`config.mk`:
```
export PLATFORM = sky130hd
export DESIGN_NAME = scsb_top
export DESIGN_NICKNAME = d
export VERILOG_FILES = /design/src/common/scsb_pkg.sv /design/src/logic/scsb_byte_reg.sv /design/src/logic/scsb_top.sv
export VERILOG_INCLUDE_DIRS = /design/src /design/src/common
export SDC_FILE = /design/constraint.sdc
export NUM_CORES = 1
export LEC_CHECK = 0
export ABC_AREA = 1
export BUFFER_PORTS_ARGS = -buffer_cell sky130_fd_sc_hd__buf_2
export CAP_MARGIN = 5
export CORE_UTILIZATION = 47
export CTS_CLUSTER_SIZE = 20
export DETAILED_ROUTE_END_ITERATION = 8
export HOLD_SLACK_MARGIN = 0.06
export PLACE_DENSITY = 0.74
export SLEW_MARGIN = 10
export SYNTH_ARGS = -nofsm -noshare
export SYNTH_HDL_FRONTEND = slang
export SYNTH_SLANG_ARGS = --single-unit
```
`constraint.sdc`:
```
create_clock -name ref_clk -period 1.25 [get_ports ref_clk]
set_input_delay 0.25 -clock ref_clk [delete_from_list [all_inputs] [get_ports ref_clk]]
set_output_delay 0.25 -clock ref_clk [all_outputs]
set_load 0.02 [all_outputs]
```
`src/common/scsb_map.svh`:
```
// Offsets, field positions, masks, reset values and timing counts of the status bytes
`ifndef SCSB_MAP_SVH
`define SCSB_MAP_SVH

// Configuration memory byte addresses and the I/O port address
`define SCSB_SEC_ADDR 16'h0013
`define SCSB_FDC_ADDR 16'h0026
`define SCSB_PORT_ADDR 16'h0C65

// Security status byte fields
`define SCSB_SEC_BLANK 3'h6
`define SCSB_SEC_ADMIN 3'h5
`define SCSB_SEC_BOOT_DIS 3'h3
`define SCSB_SEC_LOCK 3'h2
`define SCSB_SEC_OVRD 3'h1
`define SCSB_SEC_PWSET 3'h0

// Diskette controller config byte field
`define SCSB_FDC_EN 3'h0

// Peripheral port byte fields
`define SCSB_PORT_PAR_HI 3'h6
`define SCSB_PORT_PAR_LO 3'h5
`define SCSB_PORT_HDC 3'h4
`define SCSB_PORT_SER 3'h1
`define SCSB_PAR_OFF 2'h3

// Software write masks; reserved and firmware-owned bits are cleared here
`define SCSB_SEC_WMASK 8'h4E
`define SCSB_FDC_WMASK 8'h01
`define SCSB_PORT_WMASK 8'h72

// Reset values
`define SCSB_SEC_RST 8'h00
`define SCSB_FDC_RST 8'h00
`define SCSB_PORT_RST 8'h00

// Last count of the boot wait, which lasts one cycle more, for the synchronised stored bytes to settle
`define SCSB_BOOT_SETTLE 2'h3

`endif

```
`src/common/scsb_pkg.sv`:
```
// Types shared by the status byte design
package scsb_pkg;
    typedef logic [7:0] scsb_byte_t;
    typedef enum logic [1:0] {SCSB_BOOT_WAIT, SCSB_BOOT_APPLY, SCSB_BOOT_RUN} scsb_boot_t;
endpackage

```
`src/logic/scsb_byte_reg.sv`:
```
// One status byte with boot load and masked software write
`timescale 1ns/1ps
module scsb_byte_reg #(
    parameter logic [7:0] RST_VAL = 8'h00,
    parameter logic [7:0] WMASK = 8'hFF
) (
    input wire logic ref_clk,
    input wire logic rst_n,
    input wire logic load_en,
    input wire scsb_pkg::scsb_byte_t load_val,
    input wire logic wr_en,
    input wire scsb_pkg::scsb_byte_t wr_val,
    output scsb_pkg::scsb_byte_t q
);
    import scsb_pkg::*;

    scsb_byte_t val_q;
    scsb_byte_t val_d;

    // Boot load takes the whole byte; software only touches masked bits
    always_comb
    begin
        val_d = val_q;
        if (load_en)
        begin
            val_d = load_val;
        end
        else if (wr_en)
        begin
            val_d = (wr_val & WMASK) | (val_q & ~WMASK);
        end
    end

    // Byte storage
    always_ff @(posedge ref_clk)
    begin
        if (!rst_n)
        begin
            val_q <= RST_VAL;
        end
        else
        begin
            val_q <= val_d;
        end
    end

    assign q = val_q;
endmodule // scsb_byte_reg

```
`src/logic/scsb_top.sv`:
```
// Security and peripheral configuration status bytes
//
// Behaviour
// - At boot the stored configuration bytes are read and applied before any access is served.
// - Software reads the security status through config memory and the peripheral byte through the I/O port with no unlock.
// - Config byte 13h holds the security flags and its bits 7 and 4 are never changed by writes.
// - Bit 6 enables blanking after standby and also turns the lock feature on.
// - Bit 5 shows an administrator password and bit 3 set disables diskette boot.
// - Bit 2 enables the keyboard lock and is 0 by default.
// - Bit 1 enables the network server lock override.
// - Bit 0 is set by power-up firmware and shows whether a password is set.
// - Byte 26h and I/O port 0C65h carry the interface and controller enables.
// - Byte 26h bit 0 enables the diskette controller and bits 7 to 1 are kept.
// - Port bits 6,5 select parallel mapping: 00 primary, 01 secondary, 10 tertiary, 11 off.
// - Port bit 4 enables the fixed disk, bit 1 the serial interface, bits 7,3,2,0 are kept.
`timescale 1ns/1ps
`include "scsb_map.svh"
module scsb_top (
    input wire logic ref_clk,
    input wire logic rst_n,
    input wire logic [15:0] io_addr,
    input wire logic io_cfg_sel,
    input wire logic io_rd,
    input wire logic io_wr,
    input wire scsb_pkg::scsb_byte_t io_wdata,
    output scsb_pkg::scsb_byte_t io_rdata,
    output logic io_rvalid,
    input wire scsb_pkg::scsb_byte_t nv_sec_byte,
    input wire scsb_pkg::scsb_byte_t nv_fdc_byte,
    input wire logic pw_present,
    input wire logic admin_pw_present,
    output logic cfg_ready,
    output logic screen_blank_en,
    output logic kbd_lock_en,
    output logic lock_override_en,
    output logic diskette_boot_dis,
    output logic password_set,
    output logic admin_pw_set,
    output logic fdc_en,
    output logic [1:0] par_map,
    output logic par_en,
    output logic hdc_en,
    output logic serial_en
);
    import scsb_pkg::*;

    // Address decode shared by read and write paths
    function automatic logic [1:0] scsb_decode(input logic cfg, input logic [15:0] a);
        logic [1:0] sel;
        sel = 2'h0;
        if (cfg && a == `SCSB_SEC_ADDR)
        begin
            sel = 2'h1;
        end
        else if (cfg && a == `SCSB_FDC_ADDR)
        begin
            sel = 2'h2;
        end
        else if (!cfg && a == `SCSB_PORT_ADDR)
        begin
            sel = 2'h3;
        end
        return sel;
    endfunction

    // Two-stage synchronisers for the stored bytes and password strap levels
    scsb_byte_t sec_s1_q, sec_s2_q, fdc_s1_q, fdc_s2_q;
    logic [1:0] pw_s1_q, pw_s2_q;

    always_ff @(posedge ref_clk)
    begin
        if (!rst_n)
        begin
            sec_s1_q <= 8'h00;
            sec_s2_q <= 8'h00;
            fdc_s1_q <= 8'h00;
            fdc_s2_q <= 8'h00;
            pw_s1_q <= 2'h0;
            pw_s2_q <= 2'h0;
        end
        else
        begin
            sec_s1_q <= nv_sec_byte;
            sec_s2_q <= sec_s1_q;
            fdc_s1_q <= nv_fdc_byte;
            fdc_s2_q <= fdc_s1_q;
            pw_s1_q <= {admin_pw_present, pw_present};
            pw_s2_q <= pw_s1_q;
        end
    end

    // Boot sequencer state
    scsb_boot_t st_q, st_d;
    logic [1:0] cnt_q, cnt_d;
    logic ready_q, ready_d;

    // Wait for the synchronisers, apply stored bytes, then serve accesses
    always_comb
    begin
        st_d = st_q;
        cnt_d = cnt_q;
        ready_d = ready_q;
        unique case (st_q)
            SCSB_BOOT_WAIT:
            begin
                cnt_d = cnt_q + 2'h1;
                if (cnt_q == `SCSB_BOOT_SETTLE)
                begin
                    st_d = SCSB_BOOT_APPLY;
                end
            end
            SCSB_BOOT_APPLY:
            begin
                st_d = SCSB_BOOT_RUN;
                ready_d = 1'b1;
            end
            SCSB_BOOT_RUN:
            begin
                st_d = SCSB_BOOT_RUN;
            end
        endcase
    end

    always_ff @(posedge ref_clk)
    begin
        if (!rst_n)
        begin
            st_q <= SCSB_BOOT_WAIT;
            cnt_q <= 2'h0;
            ready_q <= 1'b0;
        end
        else
        begin
            st_q <= st_d;
            cnt_q <= cnt_d;
            ready_q <= ready_d;
        end
    end

    // Byte load and write strobes
    logic apply;
    logic [1:0] wsel, rsel;
    scsb_byte_t sec_val, fdc_val, port_val, sec_load;
    assign apply = (st_q == SCSB_BOOT_APPLY);
    assign wsel = scsb_decode(io_cfg_sel, io_addr);
    assign rsel = wsel;
    // Firmware fills the password bits from the straps at power up
    assign sec_load = {sec_s2_q[7:6], pw_s2_q[1], sec_s2_q[4:1], pw_s2_q[0]};

    // Security flags; bits 7,5,4,0 are outside the write mask
    scsb_byte_reg #(.RST_VAL(`SCSB_SEC_RST), .WMASK(`SCSB_SEC_WMASK)) u_sec (
        .ref_clk(ref_clk),
        .rst_n(rst_n),
        .load_en(apply),
        .load_val(sec_load),
        .wr_en(ready_q && io_wr && wsel == 2'h1),
        .wr_val(io_wdata),
        .q(sec_val)
    );

    // Diskette controller byte; only bit 0 is writable
    scsb_byte_reg #(.RST_VAL(`SCSB_FDC_RST), .WMASK(`SCSB_FDC_WMASK)) u_fdc (
        .ref_clk(ref_clk),
        .rst_n(rst_n),
        .load_en(apply),
        .load_val(fdc_s2_q),
        .wr_en(ready_q && io_wr && wsel == 2'h2),
        .wr_val(io_wdata),
        .q(fdc_val)
    );

    // Peripheral port byte; not battery backed, so no boot load
    scsb_byte_reg #(.RST_VAL(`SCSB_PORT_RST), .WMASK(`SCSB_PORT_WMASK)) u_port (
        .ref_clk(ref_clk),
        .rst_n(rst_n),
        .load_en(1'b0),
        .load_val(8'h00),
        .wr_en(ready_q && io_wr && wsel == 2'h3),
        .wr_val(io_wdata),
        .q(port_val)
    );

    // Read path and decoded control outputs
    scsb_byte_t rdata_d;
    logic [11:0] ctl_q, ctl_d;
    logic rvalid_q;
    scsb_byte_t rdata_q;

    always_comb
    begin
        rdata_d = 8'h00;
        if (ready_q)
        begin
            unique case (rsel)
                2'h1: rdata_d = sec_val;
                2'h2: rdata_d = fdc_val;
                2'h3: rdata_d = port_val;
                2'h0: rdata_d = 8'h00;
            endcase
        end
        ctl_d[0] = sec_val[`SCSB_SEC_BLANK];
        ctl_d[1] = sec_val[`SCSB_SEC_LOCK] | sec_val[`SCSB_SEC_BLANK];
        ctl_d[2] = sec_val[`SCSB_SEC_OVRD];
        ctl_d[3] = sec_val[`SCSB_SEC_BOOT_DIS];
        ctl_d[4] = sec_val[`SCSB_SEC_PWSET];
        ctl_d[5] = sec_val[`SCSB_SEC_ADMIN];
        ctl_d[6] = fdc_val[`SCSB_FDC_EN];
        ctl_d[8:7] = port_val[`SCSB_PORT_PAR_HI:`SCSB_PORT_PAR_LO];
        ctl_d[9] = port_val[`SCSB_PORT_HDC];
        ctl_d[10] = port_val[`SCSB_PORT_SER];
        ctl_d[11] = (port_val[`SCSB_PORT_PAR_HI:`SCSB_PORT_PAR_LO] != `SCSB_PAR_OFF);
    end

    always_ff @(posedge ref_clk)
    begin
        if (!rst_n)
        begin
            rdata_q <= 8'h00;
            rvalid_q <= 1'b0;
            ctl_q <= 12'h000;
        end
        else
        begin
            rdata_q <= rdata_d;
            rvalid_q <= io_rd;
            ctl_q <= ctl_d;
        end
    end

    // Output assignments straight from flops
    assign io_rdata = rdata_q;
    assign io_rvalid = rvalid_q;
    assign cfg_ready = ready_q;
    assign screen_blank_en = ctl_q[0];
    assign kbd_lock_en = ctl_q[1];
    assign lock_override_en = ctl_q[2];
    assign diskette_boot_dis = ctl_q[3];
    assign password_set = ctl_q[4];
    assign admin_pw_set = ctl_q[5];
    assign fdc_en = ctl_q[6];
    assign par_map = ctl_q[8:7];
    assign par_en = ctl_q[11];
    assign hdc_en = ctl_q[9];
    assign serial_en = ctl_q[10];
endmodule // scsb_top
```
### Yosys cells after proc, flatten, opt, wreduce, memory -nomap -nowiden

Index checks and enable logic that the tools add are counted.

| storage, ports and cells | value |
|---|---|
| bits of input ports | 47 |
| output and inout port bits | 22 |
| logic and storage cells | 55 |
| register bits after elaboration | 86 |

| cells by class | value |
|---|---|
| add/subtract/negate cells | 1 |
| equality and inequality tests | 11 |
| bitwise gates (word level) | 4 |
| multiplexer cells | 10 |
| reduce and logical (&&, ||, !) cells | 14 |

Operators by type and width:

| kind | count |
|---|---|
| two-way mux 8 bit | 4 |
| one-hot mux 8 bit (4 select lines) | 1 |
| == test 16 x 12 -> 1 bit, second input constant | 1 |
| == test 16 x 5 -> 1 bit, second input constant | 1 |
| == test 16 x 6 -> 1 bit, second input constant | 1 |
| OR 7 x 8 -> 8 bit | 2 |
| == test 2 bit, second input constant | 4 |
| two-way mux 2 bit | 4 |
| OR 1 x 8 -> 8 bit | 1 |
| logical AND 1 bit | 7 |
| == test 2 x 1 -> 1 bit, second input constant | 2 |
| logical NOT 2 bit | 2 |
| inequality test 2 bit, second input constant | 2 |
| one-hot mux 2 bit (2 select lines) | 1 |
| nonzero test 2 bit | 2 |
| adder 2 x 1 -> 2 bit, second input constant | 1 |
| AND reduction 2 bit | 1 |
| OR reduction 2 bit | 1 |
| logical NOT 1 bit | 1 |
| OR 1 bit | 1 |

### Depth between registers and ports, before layout

Gate-level depths: netlist of the first run.

| depth | value |
|---|---|
| word-level depth | 9 |
| depth in mapped cells | 9 |
| gate-level depth less buffers | 9 |

### Modules after synthesis

From an unflattened synthesis of the first run, not the netlist that was laid out.

| unflattened totals | value |
|---|---|
| cells, all modules | 397 |
| area, all modules | 3083.0 um^2 |

By module, submodules not included:

| module | seq. area each (um^2) | area each (um^2) | instances | cells each |
|---|---|---|---|---|
| scsb_top | 1161.1 | 2112.0 | 1 | 266 |
| scsb_byte_reg at u_port ... | 160.2 | 341.6 | 2 | 47 |
| scsb_byte_reg at u_fdc | 160.2 | 287.8 | 1 | 37 |

### Least setup slack after synthesis of the first run

Ideal clock, no wire load.

| timing | value |
|---|---|
| path type | reg2reg |
| start point | reg st_q[1] |
| end point | reg u_sec.val_q[4], in the netlist u_sec.q[4] |
| setup time | 0.117 ns |
| period minus slack after synthesis | 1.191 ns |
| path buffers | 1 |
| stages on the path, launching flop included | 7 |
| slack | 0.059 ns |
| data required time | 1.133 ns |
| arrival time | 1.074 ns |
| cells stage by stage | dfxtp_1 inv_1 ha_1 nand2_1 inv_1 buf_2 a22o_1 |

| on the way | value |
|---|---|
| cells in the longest elaborated chain, start to end | 2 |
| elaborated cells between the ends (all ways) | 3 |
| classes of those cells | eq/ne: 1; mux: 1; reduce/logical: 1 |

RTL lines:

| item | line | source |
|---|---|---|
| start, declared | scsb_top.sv:93 | `scsb_boot_t st_q, st_d;` |
| start signal, assigned | scsb_top.sv:134 | `st_q <= st_d;` |
| == test 2 x 1 -> 1 bit * | scsb_top.sv:144 | `assign apply = (st_q == SCSB_BOOT_APPLY);` |
| two-way mux 8 bit or nonzero test 2 bit (tied branches) | n/a |  |
| end signal, assigned | scsb_byte_reg.sv:43 | `val_q <= val_d;` |
| end, declared | scsb_byte_reg.sv:17 | `scsb_byte_t val_q;` |

Every way passes the cells marked *; elsewhere a longest branch is shown, timed or not.
A chain may end at the register's enable or synchronous reset.

### Worst setup path in the final report of the first run

| timing | value |
|---|---|
| start point | reg ready_q, in the netlist cfg_ready |
| end point | out cfg_ready |

RTL lines:

| item | line | source |
|---|---|---|
| start, declared | scsb_top.sv:95 | `logic ready_q, ready_d;` |
| start signal, assigned | scsb_top.sv:136 | `ready_q <= ready_d;` |
| end, declared | scsb_top.sv:32 | `output logic cfg_ready,` |

No word-level cell between the ends.

==> results of run 1 <==
==> logic make-up after synthesis <==
family	count (synthesis)	synth area share, %
AND/OR/NAND/NOR	163	27.5
buffers and inverters	86	12.1
flip-flops	78	53.9
AO/OA/AOI/OAI	24	4.88
adder cells (fa/ha/maj)	3	1.30
XOR/XNOR	1	0.302
==> per-stage QoR <==
| step | setup TNS [ns] | cell area, sq um | hold WS [ns] | power, mW |
|---|---|---|---|---|
| finish | 0 | 3570 | 0.0838 | 5.46 |
| detailed placement | -0.771 | 3350 | 0.398 | 3.58 |
| global route | -0.0285 | 3570 | 0.0712 | 5.75 |
| CTS | -0.217 | 3560 | 0.0663 | 5.49 |
| floorplan | 0 | 2900 | 0.348 | 3.31 |
| global placement | -0.351 | 3350 | 0.395 | 3.53 |
==> registers in the layout, summed over array words and instances (netlist names) <==
signal / flops
st_q: 2
cnt_q: 2
sec_s2_q: 6
ctl_q: 12
io_rdata: 8
fdc_s2_q: 8
u_fdc.q: 8
fdc_s1_q: 8
u_sec.q: 8
pw_s1_q: 2
io_rvalid: 1
sec_s1_q: 6
pw_s2_q: 2
cfg_ready: 1
u_port.q: 4
==> critical path, delay by kind of cell, from the launching register on <==
kind,cells,cell delay [ns]
buf+inv,2,0.29
flops,1,0.33
==> worst max path at each step <==
stage	start	endpoint	cells past startpoint
2_1_floorplan	st_q[1]	u_sec.q[4]	6
5_1_grt	st_q[1]	st_q[1]	6
6_report	cfg_ready	cfg_ready	2
4_1_cts	st_q[1]	u_sec.q[0]	5
3_5_place_dp	io_addr[3]	u_sec.q[3]	7
3_3_place_gp	io_addr[15]	io_rdata[2]	9
==> report_power, final <==
group,switching [mW],leakage (nW),total (mW),internal (mW)
sequential,0.0745,0.638,2.74,2.67
combinational,0.501,1.24,0.818,0.317
clock,0.825,0.104,1.90,1.07
==> cell type report <==
cell class	count	area, sq um	share of cell area (%)
Clock buffer	12	165	4.62
Timing Repair Buffer	78	425	11.9
Inverter	76	288	8.06
Sequential cell	78	1560	43.7
Clock inverter	3	42.5	1.19
Multi-Input combinational cell	191	995	27.8
Tap cell	75	93.8	2.63
==> routing by layer <==
metal / up-vias / global-route usage, % / wire (um)
met1: 952 / 19.2 / 2400
met2: 69 / 28.6 / 2360
met4: 0 / 9.46 / 96
met3: 10 / 5.57 / 282
met5: - / 0 / 0
li1: 1228 / - / -
==> timing repair <==
item | 4_1_cts | 5_1_grt
pin swaps | 0 | 1
endpoints found under the setup margin | 15 | 19
hold buffers | 0 | 0
resized for setup | 1 | 7
==> cells in the final DEF, fill, tap and decap left out, types with 2 or more instances in the layout <==
cell type  synthesis  routed
nand2_1           77      77
nor2_4             6       7
nand3_1           14      14
nand2_2            2       2
a21oi_1            5       5
inv_2              4       5
o21ai_0            8       8
buf_2              4      64
buf_4              1      14
inv_1             71      69
nand4_1           12      12
nor2_2             2       2
o21ai_1            5       5
a22o_1             5       5
nor2_1            43      42
nand3_2            2       2
ha_1               3       2
nand3_4            2       2
dfxtp_1           78      77
clkbuf_8           0      12
==> run summary, run 1 <==
Outcome: complete, no violations
Largest net degree at the start of global routing: 35
Initial antenna violation count: 0
Distinct cells, synth: 28
RePlAce Congestion: 0.830
R2r worst-path depth: 7
Initial drt markers: 49
Async set or reset register ratio after synthesis: 0%
Pins Over Slew Limit: 0
Layout cells sized above 1: 27.2%
Crit-path most repeated cell: buf_4
H-tree depth: 3
DR WL/cell: 10.0 um
PnR worst setup slack: 0.0466 ns
Buffers on Ports: 65
Syn nets: 405
Largest area contributor in the netlist: dfxtp_1
Most common cell in the netlist: dfxtp_1
Filler cell count: 550
Setup Slack @ Placement: -0.120 ns
Leak: 1.98 nW
Cts bufs inserted: 9
Post-synth EDFFs: 0
# Post-CTS Setup Buffers: 0
Clock tree sinks: 78
Setup Skew: 0.00531 ns
Worst hold start: nv_sec_byte[6]
Synthesized flop and latch total: 78
Final nets: 484
Max incr delay on CP: 0.33 ns
CORE AREA: 5920 sq um
Reg2reg start: st_q[1]
Critical Path Fanout Max: 2
Gate Count Post-Synth: 355
# DRC: 0
Non-filler cells, final: 513
Pwr Density: 1530 nW/um^2
Root buffer cell: clkbuf_8
Commonest cells in the netlist: dfxtp_1, nand2_1, inv_1
Slack of the worst reg-to-reg path: 0.05 ns
First-pass GRT wire length: 8200 um
Period utilization: 96.3%
CP Cell Sequence: buf_4 -> buf_4
Clock tree from TritonCTS: yes
Synth top area share: 53.9%
Ranking of synthesized cells by area: dfxtp_1, nand2_1, inv_1
Synthesis Warnings: 0
Total grt overflow: 0
Vias per cell: 4.40
Worst r2r dst: u_sec.q[3]
Fmax: 831 MHz
Total number of vias: 2259
Worst slew margin: 79.7%
Detailed placement HPWL: 3820 um
Die Footprint: 6480 sq um
Vias in the first global route: 1940
WL final: 5140 um
Mapped cell area: 2900 sq um
Worst Path Required: 1.00 ns
Crit-path slowest cell: dfxtp_1
Final Hold Vio Count: 0
Hold path depth: 3
Crit path kind: reg -> out
Worst Setup End Kind: primary output
Die Width: 80.5 um
Final setup vio count: 0
Post-DRT Antenna Nets: 0
Initial Util: 48.9%
Post-synthesis sequential area ratio: 53.9%
Min Tclk post-route: 1.20 ns
Die Y: 80.5 um
First drt pass iteration count: 4
Number of max-cap violations: 0
Slew @ Worst Pin: 0.304 ns
Antenna cells: 0
Hold EP: sec_s1_q[6]
Synth Flop Type: dfxtp_1
All-Layer GR Usage: 17.2%
Final core utilization: 60.3%
Max IR drop VDD: 0.785 mV
Syn_area_per_cell: 8.16 sq um
Longest Clk Path Bufs: 2
Placed cell count: 498
CP Launch Type: register
Worst-path clk slew: 0.07 ns
HP Class: in -> reg
RSZ-0062 raised after global routing: true
Num rows: 28
WP data arrival: 0.95 ns
Area Overhead vs Synth: 23.3%
# IOs: 69
Clk_lat worst skew: 0.34 ns
Power figures use the tool's default switching activity.
==> inputs of run 2 (changes only) <==
- GPL_TIMING_DRIVEN: unset -> 0
- clock period: 1.25 -> 1.1 ns (I/O delays scaled with it)
==> run 2 against run 1 <==
Clock skew increased by 0.0017 ns. Global-route usage is 1.2 points higher. Non-clock buffer count rose by 15. Largest cell class unchanged. Critical path type is now reg -> reg. Highest routed layer unchanged.
==> run summary, run 2 (same netlist as run 1, synthesis figures left out) <==
Initial antenna violation count: 0
Total grt overflow: 0
Min Tclk post-route: 1.10 ns
Max incr delay on CP: 0.33 ns
Initial Util: 48.9%
CORE AREA: 5920 sq um
All-Layer GR Usage: 18.3%
Leak: 2.01 nW
RePlAce Congestion: 0.813
Pins Over Slew Limit: 0
# IOs: 69
Antenna cells: 0
Period utilization: 99.6%
Worst Setup End Kind: register
Most frequent cells in the layout: dfxtp_1, nand2_1, inv_1, buf_2, nor2_1
Critical Path Fanout Max: 5
Total number of vias: 2366
Number of flip-flops in the largest register: 12
Final setup vio count: 0
Root buffer cell: clkbuf_8
Clk_lat worst skew: 0.34 ns
Detailed placement HPWL: 3920 um
Buf/Inv on CP: 3
Post-DRT Antenna Nets: 0
DR WL/cell: 10.5 um
Die Footprint: 6480 sq um
Vias per cell: 4.47
Num rows: 28
Final Hold Vio Count: 0
Vias in the first global route: 2081
Design Power: 6.31 mW
Layout cells sized above 1: 28.9%
Commonest non-fill, non-tap cell in the layout: dfxtp_1
Setup Skew: 0.00703 ns
Crit-path slowest cell: dfxtp_2
CP Launch Type: register
Clock tree from TritonCTS: yes
Crit-path leading delay family: flip-flops
Worst slew margin: 59.1%
Multi-input gate area: 1060 sq um
Filler cell count: 517
Buffers on Ports: 63
RSZ-0062 raised after global routing: true
Area Overhead vs Synth: 30.8%
Outcome: complete, no violations
Die Y: 80.5 um
Die Width: 80.5 um
# DRC: 0
Worst Path Required: 1.34 ns
Initial drt markers: 135
Worst-path clk slew: 0.08 ns
Crit path kind: reg -> reg
Largest net degree at the start of global routing: 14
Number of max-cap violations: 0
First-pass GRT wire length: 8860 um
FF/Latch Area: 1570 sq um
CP Cell Sequence: inv_4 -> ha_4 -> inv_4 -> buf_6 -> nand2_1 -> nand2_1 -> a21oi_1 -> nor2_1
Cts bufs inserted: 9
Fmax: 913 MHz
Pwr Density: 1670 nW/um^2
First drt pass iteration count: 4
Biggest register: ctl_q
Slew @ Worst Pin: 0.613 ns
Max IR drop VDD: 1.16 mV
WL final: 5540 um
H-tree depth: 3
Longest Clk Path Bufs: 2
HP Class: in -> reg
Worst hold margin: 0.101 ns
Clock tree sinks: 78
WP data arrival: 1.34 ns
Final nets: 499
==> run 2: cell count changes in the layout (fill, tap and decap cells not counted), moves of 4 or more <==
| cell | change |
|---|---|
| buf_4 | -11 |
| dlygate4sd3_1 | +17 |
| inv_1 | -4 |
| nand2_2 | +4 |
| buf_6 | +4 |
| nor2_1 | -4 |
| nand2_1 | -4 |
==> run 2: power breakdown <==
group / internal [mW] / switching (mW)
combinational: 0.523 / 0.660
clock: 1.03 / 0.942
sequential: 3.04 / 0.110
total: 4.60 / 1.71
==> run 2: tightest hold or removal path, cell delays in order <==
cell    delay (ns)
buf_2         0.08
nor2_1        0.03
nor2_1        0.08
==> run 2: stage by stage <==
stage | worst slack (ns) | TNS, ns | cells | utilization [%] | area, sq um
2_1_floorplan | -0.0280 | -0.112 | 355 | - | 2940
3_3_place_gp | -0.191 | -3.39 | 493 | 56.5 | 3350
3_5_place_dp | -0.204 | -4.29 | 493 | 56.5 | 3350
4_1_cts | 0.00305 | 0 | 527 | 63.1 | 3730
5_1_grt | -0.0528 | -0.201 | 529 | 64.0 | 3790
6_report | 0.00415 | 0 | 529 | 64.0 | 3790
==> run 2: final cells by class <==
type / count / area share [%]
Sequential cell: 78 / 41.4
Multi-Input combinational cell: 191 / 28.0
Timing Repair Buffer: 84 / 13.8
Inverter: 76 / 7.79
Clock buffer: 11 / 3.47
Tap cell: 75 / 2.48
Buffer: 9 / 1.75
Clock inverter: 5 / 1.32
==> run 2: worst paths after layout <==
path / from / end / slack [ns] / depth (start not counted)
hold reg to reg: fdc_s1_q[4] / fdc_s2_q[4] / 0.41 / 2
setup / recovery: st_q[1] / u_sec.q[2] / 0.004 / 8
hold / removal: io_wdata[5] / u_port.q[5] / 0.10 / 3
setup reg to reg: st_q[1] / u_sec.q[2] / 0.004 / 8
==> run 2: layer usage <==
layer  track usage [%]  vias up  share of wire (%)
met5                 0        -                  0
met3              5.23       16                5.6
met1              20.9     1016                 44
li1                  -     1262                  -
met2              30.3       72                 47
met4              10.7        0                3.4
==> run 2: timing repair <==
action / CTS / global route
pin swaps: 4 / 4
setup buffers: 1 / 2
hold buffers: 17 / 0
endpoints found under the setup margin: 15 / 14
endpoints found under the hold margin: 17 / 0
cloned: 1 / 0
gates resized for setup: 15 / 16
